## src/logic/qsp_pkg.sv

```systemverilog
// package: register map, field positions, reset values and state types of the queued serial port
//****************************************************************
// Functional notes
// - tx flush bit empties transmit queue
// - rx flush bit empties receive queue
// - reset empties both queues
// - loopback ties tx to rx, rts to cts
// - fill count bits 14:8 hold tx bytes
// - fill count bits 6:0 hold rx bytes
// - counts read zero empty, sixty-four full
// - fill count bits 15 and 7 read zero
// - fill count read-only, resets to zero
// - stop count used only when halt enabled
// - halt after stop count plus one bytes
// - stop function only in asynchronous mode
// - stop count resets to all ones
// - separate sixty-four entry tx and rx queues
// - char length bit selects eight or seven
// - parity enable and stop length bits
// - detect framing, parity, overrun, full, ready, break
// - clock source selects generator or external clock
// - stop count reached sets halt flag, irq
// - start bit zero then data lsb first
//****************************************************************
package qsp_pkg;

  //****************************************************************
  // register offsets and field positions
  //****************************************************************
  localparam logic [4:0] REG_MODE    = 5'h00;
  localparam logic [4:0] REG_CTRL    = 5'h04;
  localparam logic [4:0] REG_STAT    = 5'h08;
  localparam logic [4:0] REG_DATA    = 5'h0C;
  localparam logic [4:0] REG_QCTL    = 5'h10;
  localparam logic [4:0] REG_FILL    = 5'h14;
  localparam logic [4:0] REG_STOP    = 5'h18;
  localparam logic [4:0] REG_DIV     = 5'h1C;

  localparam int MODE_SYNC   = 7;
  localparam int MODE_CHR    = 6;
  localparam int MODE_PAR    = 5;
  localparam int MODE_ODD    = 4;
  localparam int MODE_STOP2  = 3;
  localparam int CTRL_TXEN   = 5;
  localparam int CTRL_RXEN   = 4;
  localparam int CTRL_HALTIE = 2;
  localparam int CTRL_CKS_HI = 1;
  localparam int ST_HALT     = 0;
  localparam int ST_FER      = 1;
  localparam int ST_PER      = 2;
  localparam int ST_ORER     = 3;
  localparam int ST_BRK      = 4;
  localparam int QC_LOOP     = 0;
  localparam int QC_RXFLUSH  = 1;
  localparam int QC_TXFLUSH  = 2;
  localparam int QC_HALTEN   = 3;
  localparam int FILL_TX_LSB = 8;

  //****************************************************************
  // reset values and counts
  //****************************************************************
  localparam logic [7:0] STOP_RST    = 8'hFF;
  localparam logic [7:0] DIV_RST     = 8'h35;
  localparam logic [6:0] QDEPTH      = 7'h40;
  localparam logic [3:0] OS_MID      = 4'h7;
  localparam logic [3:0] OS_LAST     = 4'hF;
  localparam logic [2:0] BIT_LAST8   = 3'h7;
  localparam logic [2:0] BIT_LAST7   = 3'h6;

  //****************************************************************
  // types
  //****************************************************************
  typedef enum logic [5:0] {
    S_IDLE  = 6'h01,
    S_START = 6'h02,
    S_DATA  = 6'h04,
    S_PAR   = 6'h08,
    S_STOP  = 6'h10,
    S_BRK   = 6'h20
  } qsp_ser_e;

  typedef struct packed {
    logic        wr;
    logic        rd;
    logic [4:0]  addr;
    logic [15:0] wdata;
  } qsp_req_s;

  typedef struct packed {
    logic [7:0]       mode;
    logic [7:0]       ctrl;
    logic [3:0]       qctl;
    logic [7:0]       stop_cnt;
    logic [7:0]       div;
    logic [4:0]       sts;
    logic [63:0][7:0] txq;
    logic [63:0][7:0] rxq;
    logic [5:0]       tx_wr;
    logic [5:0]       tx_rd;
    logic [6:0]       tx_cnt;
    logic [5:0]       rx_wr;
    logic [5:0]       rx_rd;
    logic [6:0]       rx_cnt;
    logic             rxd_s1;
    logic             rxd_s2;
    logic             cts_s1;
    logic             cts_s2;
    logic             sck_s1;
    logic             sck_s2;
    logic             sck_d;
    logic [7:0]       div_cnt;
    qsp_ser_e         tx_st;
    logic [3:0]       tx_os;
    logic [2:0]       tx_bit;
    logic [7:0]       tx_sh;
    logic             tx_par;
    logic             tx_stp;
    logic             tx_line;
    logic [7:0]       sent;
    qsp_ser_e         rx_st;
    logic [3:0]       rx_os;
    logic [2:0]       rx_bit;
    logic [7:0]       rx_sh;
    logic             rx_par;
    logic             rts_int_n;
    logic             txd;
    logic             rts_n;
    logic             irq;
    logic [15:0]      rdata;
  } qsp_state_s;

endpackage

```

## src/logic/qsp_queue_port.sv

```systemverilog
// module: queued asynchronous serial port with register port, queues and frame logic
`timescale 1ns/100ps

module qsp_queue_port
  import qsp_pkg::*;
(
  input  wire logic     mclk,
  input  wire logic     rst,
  input  wire logic     ce,
  input  wire qsp_req_s req,
  output logic [15:0]   rdata,
  input  wire logic     rxd,
  input  wire logic     cts_n,
  input  wire logic     sclk,
  output logic          txd,
  output logic          rts_n,
  output logic          tx_halt_irq
);

  qsp_state_s s_r;
  qsp_state_s s_nxt;

  assign rdata       = s_r.rdata;
  assign txd         = s_r.txd;
  assign rts_n       = s_r.rts_n;
  assign tx_halt_irq = s_r.irq;

  //****************************************************************
  // next state
  //****************************************************************
  always_comb begin
    logic       rx_line;
    logic       cts_on;
    logic       tick;
    logic       tx_push;
    logic       tx_pop;
    logic       rx_push;
    logic       rx_pop;
    logic [2:0] last_bit;
    logic [7:0] dmask;
    logic       rx_perr;
    rx_line  = 1'b1;
    cts_on   = 1'b0;
    tick     = 1'b0;
    tx_push  = 1'b0;
    tx_pop   = 1'b0;
    rx_push  = 1'b0;
    rx_pop   = 1'b0;
    last_bit = BIT_LAST8;
    dmask    = 8'hFF;
    rx_perr  = 1'b0;
    s_nxt    = s_r;

    // pin synchronisers
    s_nxt.rxd_s1 = rxd;
    s_nxt.rxd_s2 = s_r.rxd_s1;
    s_nxt.cts_s1 = cts_n;
    s_nxt.cts_s2 = s_r.cts_s1;
    s_nxt.sck_s1 = sclk;
    s_nxt.sck_s2 = s_r.sck_s1;
    s_nxt.sck_d  = s_r.sck_s2;

    // internal loopback paths
    if (s_r.qctl[QC_LOOP]) begin
      rx_line = s_r.tx_line;
      cts_on  = ~s_r.rts_int_n;
    end else begin
      rx_line = s_r.rxd_s2;
      cts_on  = ~s_r.cts_s2;
    end

    // oversample tick: external clock edges or internal divider
    if (s_r.ctrl[CTRL_CKS_HI]) begin
      tick = s_r.sck_s2 ^ s_r.sck_d;
      s_nxt.div_cnt = 8'h00;
    end else if (s_r.div_cnt == s_r.div) begin
      tick = 1'b1;
      s_nxt.div_cnt = 8'h00;
    end else begin
      s_nxt.div_cnt = s_r.div_cnt + 8'h01;
    end

    if (s_r.mode[MODE_CHR]) begin
      last_bit = BIT_LAST7;
      dmask    = 8'h7F;
    end

    //****************************************************************
    // register writes
    //****************************************************************
    if (req.wr) begin
      case (req.addr)
        REG_MODE: s_nxt.mode = req.wdata[7:0];
        REG_CTRL: s_nxt.ctrl = req.wdata[7:0];
        REG_STAT: s_nxt.sts = s_r.sts & req.wdata[4:0];
        REG_DATA: begin
          if (!s_r.qctl[QC_TXFLUSH] && s_r.tx_cnt != QDEPTH) begin
            tx_push = 1'b1;
          end
        end
        REG_QCTL: s_nxt.qctl = req.wdata[3:0];
        REG_STOP: s_nxt.stop_cnt = req.wdata[7:0];
        REG_DIV:  s_nxt.div = req.wdata[7:0];
        default:  s_nxt.div = s_r.div;
      endcase
      if (req.addr == REG_STAT && !req.wdata[ST_HALT]) begin
        s_nxt.sent = 8'h00;
      end
    end

    //****************************************************************
    // register reads, data valid the next cycle only
    //****************************************************************
    s_nxt.rdata = 16'h0000;
    if (req.rd) begin
      case (req.addr)
        REG_MODE: s_nxt.rdata = {8'h00, s_r.mode};
        REG_CTRL: s_nxt.rdata = {8'h00, s_r.ctrl};
        REG_STAT: s_nxt.rdata = {8'h00, (s_r.tx_st == S_IDLE && s_r.tx_cnt == 7'h00),
                                 (s_r.rx_cnt != 7'h00), (s_r.rx_cnt == QDEPTH),
                                 s_r.sts};
        REG_DATA: begin
          s_nxt.rdata = {8'h00, s_r.rxq[s_r.rx_rd]};
          rx_pop = (s_r.rx_cnt != 7'h00);
        end
        REG_QCTL: s_nxt.rdata = {12'h000, s_r.qctl};
        REG_FILL: s_nxt.rdata = {1'b0, s_r.tx_cnt, 1'b0, s_r.rx_cnt};
        REG_STOP: s_nxt.rdata = {8'h00, s_r.stop_cnt};
        REG_DIV:  s_nxt.rdata = {8'h00, s_r.div};
        default:  s_nxt.rdata = 16'h0000;
      endcase
    end

    //****************************************************************
    // transmitter
    //****************************************************************
    if (!s_r.ctrl[CTRL_TXEN]) begin
      s_nxt.tx_st   = S_IDLE;
      s_nxt.tx_line = 1'b1;
    end else begin
      case (s_r.tx_st)
        S_IDLE: begin
          s_nxt.tx_line = 1'b1;
          if (tick && s_r.tx_cnt != 7'h00 && cts_on && !s_r.sts[ST_HALT] &&
              !s_r.qctl[QC_TXFLUSH]) begin
            tx_pop        = 1'b1;
            s_nxt.tx_sh   = s_r.txq[s_r.tx_rd] & dmask;
            s_nxt.tx_par  = (^(s_r.txq[s_r.tx_rd] & dmask)) ^ s_r.mode[MODE_ODD];
            s_nxt.tx_os   = 4'h0;
            s_nxt.tx_st   = S_START;
            s_nxt.tx_line = 1'b0;
          end
        end
        S_START, S_DATA, S_PAR, S_STOP: begin
          if (tick) begin
            s_nxt.tx_os = s_r.tx_os + 4'h1;
            if (s_r.tx_os == OS_LAST) begin
              case (s_r.tx_st)
                S_START: begin
                  s_nxt.tx_st   = S_DATA;
                  s_nxt.tx_bit  = 3'h0;
                  s_nxt.tx_line = s_r.tx_sh[0];
                end
                S_DATA: begin
                  if (s_r.tx_bit == last_bit) begin
                    s_nxt.tx_stp = 1'b0;
                    if (s_r.mode[MODE_PAR]) begin
                      s_nxt.tx_st   = S_PAR;
                      s_nxt.tx_line = s_r.tx_par;
                    end else begin
                      s_nxt.tx_st   = S_STOP;
                      s_nxt.tx_line = 1'b1;
                    end
                  end else begin
                    s_nxt.tx_bit  = s_r.tx_bit + 3'h1;
                    s_nxt.tx_sh   = {1'b0, s_r.tx_sh[7:1]};
                    s_nxt.tx_line = s_r.tx_sh[1];
                  end
                end
                S_PAR: begin
                  s_nxt.tx_st   = S_STOP;
                  s_nxt.tx_line = 1'b1;
                end
                default: begin
                  if (s_r.mode[MODE_STOP2] && !s_r.tx_stp) begin
                    s_nxt.tx_stp = 1'b1;
                  end else begin
                    s_nxt.tx_st = S_IDLE;
                    if (s_r.qctl[QC_HALTEN] && !s_r.mode[MODE_SYNC]) begin
                      if (s_r.sent == s_r.stop_cnt) begin
                        s_nxt.sts[ST_HALT] = 1'b1;
                        s_nxt.sent = 8'h00;
                      end else begin
                        s_nxt.sent = s_r.sent + 8'h01;
                      end
                    end
                  end
                end
              endcase
            end
          end
        end
        default: begin
          s_nxt.tx_st   = S_IDLE;
          s_nxt.tx_line = 1'b1;
        end
      endcase
    end

    //****************************************************************
    // receiver
    //****************************************************************
    if (!s_r.ctrl[CTRL_RXEN]) begin
      s_nxt.rx_st = S_IDLE;
    end else if (tick) begin
      s_nxt.rx_os = s_r.rx_os + 4'h1;
      case (s_r.rx_st)
        S_IDLE: begin
          s_nxt.rx_os = 4'h0;
          if (!rx_line) begin
            s_nxt.rx_st = S_START;
          end
        end
        S_START: begin
          if (s_r.rx_os == OS_MID) begin
            s_nxt.rx_os  = 4'h0;
            s_nxt.rx_bit = 3'h0;
            s_nxt.rx_sh  = 8'h00;
            s_nxt.rx_st  = rx_line ? S_IDLE : S_DATA;
          end
        end
        S_DATA: begin
          if (s_r.rx_os == OS_LAST) begin
            s_nxt.rx_sh[s_r.rx_bit] = rx_line;
            s_nxt.rx_bit = s_r.rx_bit + 3'h1;
            if (s_r.rx_bit == last_bit) begin
              s_nxt.rx_par = 1'b0;
              s_nxt.rx_st  = s_r.mode[MODE_PAR] ? S_PAR : S_STOP;
            end
          end
        end
        S_PAR: begin
          if (s_r.rx_os == OS_LAST) begin
            s_nxt.rx_par = rx_line;
            s_nxt.rx_st  = S_STOP;
          end
        end
        S_STOP: begin
          if (s_r.rx_os == OS_LAST) begin
            // only the first stop bit is checked
            rx_perr = s_r.mode[MODE_PAR] &&
                      ((^s_r.rx_sh) ^ s_r.mode[MODE_ODD] ^ s_r.rx_par);
            s_nxt.rx_st = S_IDLE;
            if (!rx_line && s_r.rx_sh == 8'h00 && !s_r.rx_par) begin
              s_nxt.sts[ST_BRK] = 1'b1;
              s_nxt.sts[ST_FER] = 1'b1;
              s_nxt.rx_st = S_BRK;
            end else begin
              if (!rx_line) begin
                s_nxt.sts[ST_FER] = 1'b1;
              end
              if (rx_perr) begin
                s_nxt.sts[ST_PER] = 1'b1;
              end
              if (s_r.qctl[QC_RXFLUSH]) begin
                rx_push = 1'b0;
              end else if (s_r.rx_cnt == QDEPTH && !rx_pop) begin
                s_nxt.sts[ST_ORER] = 1'b1;
              end else begin
                rx_push = 1'b1;
              end
            end
          end
        end
        S_BRK: begin
          if (rx_line) begin
            s_nxt.rx_st = S_IDLE;
          end
        end
        default: s_nxt.rx_st = S_IDLE;
      endcase
    end

    //****************************************************************
    // queues
    //****************************************************************
    if (tx_push) begin
      s_nxt.txq[s_r.tx_wr] = req.wdata[7:0];
      s_nxt.tx_wr = s_r.tx_wr + 6'h01;
    end
    if (tx_pop) begin
      s_nxt.tx_rd = s_r.tx_rd + 6'h01;
    end
    s_nxt.tx_cnt = s_r.tx_cnt + {6'h00, tx_push} - {6'h00, tx_pop};
    if (rx_push) begin
      s_nxt.rxq[s_r.rx_wr] = s_r.rx_sh & dmask;
      s_nxt.rx_wr = s_r.rx_wr + 6'h01;
    end
    if (rx_pop) begin
      s_nxt.rx_rd = s_r.rx_rd + 6'h01;
    end
    s_nxt.rx_cnt = s_r.rx_cnt + {6'h00, rx_push} - {6'h00, rx_pop};
    if (s_r.qctl[QC_TXFLUSH]) begin
      s_nxt.tx_wr  = 6'h00;
      s_nxt.tx_rd  = 6'h00;
      s_nxt.tx_cnt = 7'h00;
    end
    if (s_r.qctl[QC_RXFLUSH]) begin
      s_nxt.rx_wr  = 6'h00;
      s_nxt.rx_rd  = 6'h00;
      s_nxt.rx_cnt = 7'h00;
    end

    //****************************************************************
    // pins and request
    //****************************************************************
    s_nxt.rts_int_n = (s_r.rx_cnt == QDEPTH);
    s_nxt.txd   = s_nxt.qctl[QC_LOOP] ? 1'b1 : s_nxt.tx_line;
    s_nxt.rts_n = s_nxt.qctl[QC_LOOP] ? 1'b1 : s_nxt.rts_int_n;
    s_nxt.irq   = s_nxt.sts[ST_HALT] & s_nxt.ctrl[CTRL_HALTIE];
  end

  //****************************************************************
  // state register
  //****************************************************************
  always_ff @(posedge mclk or posedge rst) begin
    if (rst) begin
      s_r           <= '0;
      s_r.stop_cnt  <= STOP_RST;
      s_r.div       <= DIV_RST;
      s_r.rxd_s1    <= 1'b1;
      s_r.rxd_s2    <= 1'b1;
      s_r.cts_s1    <= 1'b1;
      s_r.cts_s2    <= 1'b1;
      s_r.tx_st     <= S_IDLE;
      s_r.rx_st     <= S_IDLE;
      s_r.tx_line   <= 1'b1;
      s_r.txd       <= 1'b1;
      s_r.rts_n     <= 1'b1;
    end else if (ce) begin
      s_r <= s_nxt;
    end
  end

endmodule

```

## config.mk

```make
export PLATFORM = sky130hd
export DESIGN_NAME = qsp_queue_port
export DESIGN_NICKNAME = d
export VERILOG_FILES = /design/src/logic/qsp_pkg.sv /design/src/logic/qsp_queue_port.sv
export SDC_FILE = /design/constraint.sdc
export NUM_CORES = 2
export LEC_CHECK = 0
export BUFFER_PORTS_ARGS = -buffer_cell sky130_fd_sc_hd__buf_2
export CAP_MARGIN = 30
export CORE_MARGIN = 5
export CORE_UTILIZATION = 35
export DETAILED_ROUTE_END_ITERATION = 7
export PLACE_DENSITY = 0.58
export SYNTH_ARGS = -nofsm -noshare
export SYNTH_HDL_FRONTEND = slang
export SYNTH_SLANG_ARGS = --single-unit
```

## constraint.sdc

```tcl
create_clock -name mclk -period 47.2 [get_ports mclk]
set_input_delay 14.16 -clock mclk [delete_from_list [all_inputs] [get_ports mclk]]
set_output_delay 14.16 -clock mclk [all_outputs]
set_load 0.01 [all_outputs]
```

# == Yosys cells after proc, flatten, opt, wreduce, memory -nomap -nowiden ==
# Cells that the tools add are included.
# classes
addsub,14
magnitude_cmp,8
n_eq_ne,51
mux,124
bitwise_logic,11
reduce_logical,64
# op_table
op,count
bitwise mux 512 bit,2
two-way mux 8 bit,18
case mux 15 bit (8 select lines),1
binary-select mux 8 bit (select 6 bit),2
demux 8 bit (select 6 bit),2
two-way mux 6 bit,16
two-way mux 1 bit,45
two-way mux 21 bit,2
two-way mux 19 bit,2
case mux 6 bit (6 select lines),1
< comparator 6 x 7 -> 1 bit (second input constant),4
two-way mux 28 bit,1
two-way mux 9 bit,3
inequality test 3 bit (second input constant),9
adder 6 x 1 -> 6 bit (second input constant),4
two-way mux 11 bit,2
two-way mux 22 bit,1
case mux 11 bit (2 select lines),1
== test 5 bit (second input constant),4
two-way mux 4 bit,5
inequality test 2 bit (second input constant),10
case mux 6 bit (3 select lines),1
AND reduction 3 bit,6
nonzero test 2 bit,9
other kinds (62),121
# word_totals
reg_bits,1192
in_bits,29
out_inout_bits,19
elab_cells,440

# == Depth between registers and ports, before layout ==
# logic_depth
depth_word,15
depth_mapped,22
depth_no_buf,21

# == Worst setup path after synthesis ==
# Ideal clock, no wire load.
# synth_timing
path_type,input to register
startpoint,input port req[17] in the netlist's numbering
endpoint,register s_r[95] in the netlist's numbering
setup_ps,137
arrival_time_ps,17675
t_required_ps,47063
path_slack_ps,29388
cell_stages,20
path_buffers,2
path_cell_list,or3_1 -> buf_2 -> nor2_2 -> a21oi_1 -> or3_1 -> buf_2 -> or2_2 -> ha_1 -> inv_1 -> ha_1 -> fa_1 -> a21oi_1 -> o21bai_1 -> a21oi_1 -> nor2_1 -> nor2_1 -> xnor2_1 -> nor3_1 -> a21oi_1 -> o22ai_1
# synth_via
elab_chain_len,15
# synth_rtl
element,line,rtl
start: declaration,qsp_queue_port.sv:10,"input wire qsp_req_s req,"
== test 5 x 4 -> 1 bit (*),qsp_queue_port.sv:116,case (req.addr)
two-way mux 1 bit (*),qsp_queue_port.sv:116,
two-way mux 1 bit (*),qsp_queue_port.sv:115,if (req.rd) begin
logical NOT 1 bit,qsp_queue_port.sv:267,end else if (s_r.rx_cnt == QDEPTH && !rx_pop) begin
logical AND 1 bit,qsp_queue_port.sv:267,
two-way mux 1 bit,qsp_queue_port.sv:267,
two-way mux 1 bit,qsp_queue_port.sv:265,if (s_r.qctl[QC_RXFLUSH]) begin
two-way mux 1 bit,qsp_queue_port.sv:254,if (!rx_line && s_r.rx_sh == 8'h00 && !s_r.rx_par) begin
two-way mux 1 bit,qsp_queue_port.sv:249,if (s_r.rx_os == OS_LAST) begin
two-way mux 1 bit,qsp_queue_port.sv:217,case (s_r.rx_st)
two-way mux 1 bit,qsp_queue_port.sv:215,end else if (tick) begin
two-way mux 1 bit,qsp_queue_port.sv:213,if (!s_r.ctrl[CTRL_RXEN]) begin
adder 7 x 1 -> 7 bit,qsp_queue_port.sv:302,"s_nxt.rx_cnt = s_r.rx_cnt + {6'h00, rx_push} - {6'h00, rx_pop};"
subtractor 7 x 1 -> 7 bit (*),qsp_queue_port.sv:302,
two-way mux 19 bit (*),qsp_queue_port.sv:308,if (s_r.qctl[QC_RXFLUSH]) begin
end signal: assignment,qsp_queue_port.sv:341,s_r <= s_nxt;
end: declaration,qsp_queue_port.sv:20,qsp_state_s s_r;
# Mark *: on every way between the ends. The rest lies on a longest branch, timed or not.
# A chain may end at the register's enable or synchronous reset.

# == Final worst setup path ==
# layout_timing
startpoint,input port req[17] in the netlist's numbering
endpoint,register s_r[446] in the netlist's numbering
# layout_via
elab_chain_len,13
# layout_rtl
element,line
== test 5 x 4 -> 1 bit,qsp_queue_port.sv:116
two-way mux 1 bit,qsp_queue_port.sv:116
two-way mux 1 bit,qsp_queue_port.sv:115
logical NOT 1 bit,qsp_queue_port.sv:267
logical AND 1 bit,qsp_queue_port.sv:267
two-way mux 1 bit,qsp_queue_port.sv:267
two-way mux 1 bit,qsp_queue_port.sv:265
two-way mux 1 bit,qsp_queue_port.sv:254
two-way mux 1 bit,qsp_queue_port.sv:249
two-way mux 1 bit,qsp_queue_port.sv:217
two-way mux 1 bit,qsp_queue_port.sv:215
two-way mux 1 bit,qsp_queue_port.sv:213
AND reduction 2 bit (no source line),--
# Every way passes these cells.

==> flow_metrics.env <==
export IMPL_crit_family="simple AND/OR/NAND/NOR gates"
export IMPL_drc=0
export IMPL_worstHoldPathCells=2
export IMPL_r2r_end="s_r[446]$_DFFE_PP0P_"
export IMPL_fin_crit_ns=18.03
export IMPL_grt_pass1_wl_um=230900
export IMPL_cts_root_buf="clkbuf_16"
export IMPL_async_flop_share_pct=100.0
export IMPL_fill_cells=15059
export IMPL_antenna_left=0
export IMPL_min_path_type="reg -> reg"
export IMPL_clk_latency_ns=0.78
export IMPL_htree_num_levels=4
export IMPL_cp_num_buf_inv=1
export IMPL_cts_sinks=1190
export IMPL_mostFrequentLayoutCell="dfrtp_1"
export IMPL_ctsHoldBuffers=0
export IMPL_cpPeakStageDelay_ns=0.92
export IMPL_wl_per_cell_um=22.62
export IMPL_avgSynthCellArea_um2=12.39
export IMPL_r2r_slack_ns=41.25
export IMPL_cap_viol_max_count=0
export IMPL_io_buffers=38
export IMPL_powerDensity_nw_per_um2=40.15
export IMPL_critPathSlowestCell="nor2b_1"
export IMPL_cp_depth=9
export IMPL_worstSetupEndpointType="register"
export IMPL_numCtsBuffers=135
export IMPL_worst_pin_slew_ns=1.091
export IMPL_drive_gt1_share_pct=27.62
export IMPL_stdcell_area_um2=62400
export IMPL_cts_setup_buffers=0
export IMPL_final_cell_mix="1,165 x dfrtp_1, 668 x mux2_2, 574 x nand2_1"
export IMPL_grt_pass1_vias=36238
export IMPL_cts_resized=0
export IMPL_clk_pin_slew_ns=0.06
export IMPL_dieArea_um2=167200
export IMPL_met1_length_um=68260
export IMPL_dpl_hpwl_um=95060
export IMPL_grt_overflow_total=0
export IMPL_wl_met2_um=67670
export IMPL_cts_buffer_depth=3
export IMPL_wirelength_um=149100
export IMPL_synth_edf_count=0
export IMPL_critical_path_peak_fanout=18
export IMPL_setup_tns_ns=0
export IMPL_cp_start_kind="input pin"
export IMPL_drt_first_iter_violations=2817
export IMPL_grt_usage_pct=17.69
export IMPL_setup_ws_ns=29.17
export IMPL_r2r_start="s_r[21]$_DFFE_PP0P_"
export IMPL_rsz0062_at_grt="false"
export IMPL_holdWs_ns=0.4751
export IMPL_crit_chain="buf_2, or3_1, nor2_2, a21oi_1, or3_1, nor2_4, nand3_2, nor2b_1, mux2_2"
export IMPL_peakVddDrop_v=0.00004067
export IMPL_ys_warn_count=0
export IMPL_fp_dieW_um=408.9
export IMPL_min_to="s_r[604]$_DFFE_PP0P_"
export IMPL_reg2reg_depth=11
export IMPL_crit_type="in -> reg"
export IMPL_routabilityCongestion=0.8363
export IMPL_nets=4479
export IMPL_rows=146
export IMPL_ys_ff_latch=1190
export IMPL_status="finished clean"
export IMPL_viasPerCell=5.460
export IMPL_grt_max_degree=144
export IMPL_ioPinCount=48
export IMPL_ys_seq_area_share_pct=53.53
export IMPL_fin_crit_sh_pct=38.20
export IMPL_dr_pass1_iters=6
export IMPL_cts_tree="built"
export IMPL_fin_worst_skew_ns=0.04312
export IMPL_syn_inst=4496
export IMPL_synth_nets=4559
export IMPL_preCtsSetupSlack_ns=28.47
export IMPL_hold_violations=0
export IMPL_core_um2=158200
export IMPL_dieHeight_um=408.9
export IMPL_wl_met3_um=8947
export IMPL_antenna_found_initial=12
export IMPL_initial_utilization_pct=35.20
export IMPL_crit_top_cell="or3_1"
export IMPL_synthDistinctLibCells=83
export IMPL_syn_cell_area_um2=55680
export IMPL_slew_headroom_pct=27.13
export IMPL_crit_arrival_ns=18.65
export IMPL_setup_viol=0
export IMPL_post_dp_cell_area_um2=57820
export IMPL_via_count=35997
export IMPL_required_ns=47.82
export IMPL_cellLeakagePower_nw=28.82
export IMPL_slew_viol_final=0
export IMPL_ys_flop_type="dfrtp_1"
export IMPL_syn_to_final_growth_pct=12.07
export IMPL_min_from="s_r[604]$_DFFE_PP0P_"
export IMPL_top_layer_used="met5"
export IMPL_fmax_mhz=55.46
[where the power goes]
part           internal (mW)  switching (mW)
clock                  0.621           0.446
sequential              1.04          0.0334
combinational          0.132           0.232
[metal layers]
layer / vias up / global-route usage [%]
li1: 16249 / -
met1: 18615 / 25.12
met2: 900 / 27.37
met3: 229 / 3.675
met4: 4 / 5.361
met5: - / 0
[worst min-delay path, stage by stage, from the launching register on]
cell     delay [ns]
dfrtp_1        0.34
nand2_1        0.04
o21ai_0        0.06
[cells in the mapped netlist (11+ instances only)]
cell,number,area (um^2)
nor3_1,21,105.1
o311ai_0,16,140.1
nor2_1,120,450.4
nand2_1,576,2162
mux4_2,166,3739
nor2_2,23,143.9
nor2b_1,13,81.33
a22o_1,16,140.1
o22ai_1,54,337.8
dfrtp_1,1169,29250
and3_1,22,137.6
xnor2_1,37,324.1
buf_1,30,112.6
clkbuf_1,248,930.9
mux4_1,31,814.5
o21ai_0,466,2332
o221ai_1,64,560.5
a21oi_1,78,390.4
o21ai_1,11,55.05
mux2_1,13,146.4
o31ai_1,12,90.09
mux2_2,668,7522
nor2_4,13,146.4
mux2i_1,156,1562
ha_1,32,400.4
nand2b_1,18,112.6
a31oi_1,16,100.1
dfstp_2,21,551.8
buf_2,26,130.1
xor2_1,26,227.7
buf_4,20,150.1
nand4_1,12,75.07
o2bb2ai_1,14,122.6
inv_1,51,191.4
a22oi_1,30,225.2
nand3_1,46,230.2
[kinds of logic (layout without fill, tap and decap cells)]
group	after synthesis	in the layout	share of synthesized area [%]
fa+ha+maj	34	34	0.7909
flops	1190	1190	53.53
xor+xnor	64	64	1.031
mux	1034	1034	24.75
simple gates	940	940	7.660
compound gates	842	842	9.150
other cells	1	7	0.006735
buf+inv	391	410	3.083
[layout make-up]
| cell class | instances | area, um^2 | area share (%) |
|---|---|---|---|
| Antenna cell | 6 | 15.01 | 0.02406 |
| Clock buffer | 198 | 3916 | 6.276 |
| Clock inverter | 38 | 616.8 | 0.9885 |
| Inverter | 55 | 210.2 | 0.3368 |
| Multi-Input combinational cell | 2915 | 24170 | 38.74 |
| Sequential cell | 1190 | 29820 | 47.78 |
| Tap cell | 2072 | 2592 | 4.154 |
| Timing Repair Buffer | 119 | 1062 | 1.702 |
[how the worst max path moves through the flow]
stage	endpoint	slack, ns	start
2_1_floorplan	rdata[0]$_DFFE_PP0P_	16.62	rst
3_3_place_gp	s_r[441]$_DFFE_PP0P_	28.51	req[17]
3_5_place_dp	s_r[445]$_DFFE_PP0P_	28.47	req[17]
4_1_cts	s_r[446]$_DFFE_PP0P_	29.27	req[17]
5_1_grt	s_r[444]$_DFFE_PP0P_	29.02	req[17]
6_report	s_r[446]$_DFFE_PP0P_	29.17	req[17]
[metrics by stage]
stage	util, %	cells	power (mW)
floorplan	-	4496	1.349
global placement	36.34	6334	1.451
detailed placement	36.55	6349	1.457
CTS	39.42	6585	2.532
global route	39.44	6587	2.605
finish	39.45	6593	2.506
[registers in the layout, indices dropped and copies added, names as in the netlist]
| register | cells |
|---|---|
| rdata | 15 |
| rts_n | 1 |
| s_nxt | 4 |
| s_r | 1168 |
| tx_halt_irq | 1 |
| txd | 1 |
No activity file was read; power rests on OpenSTA's default activity.
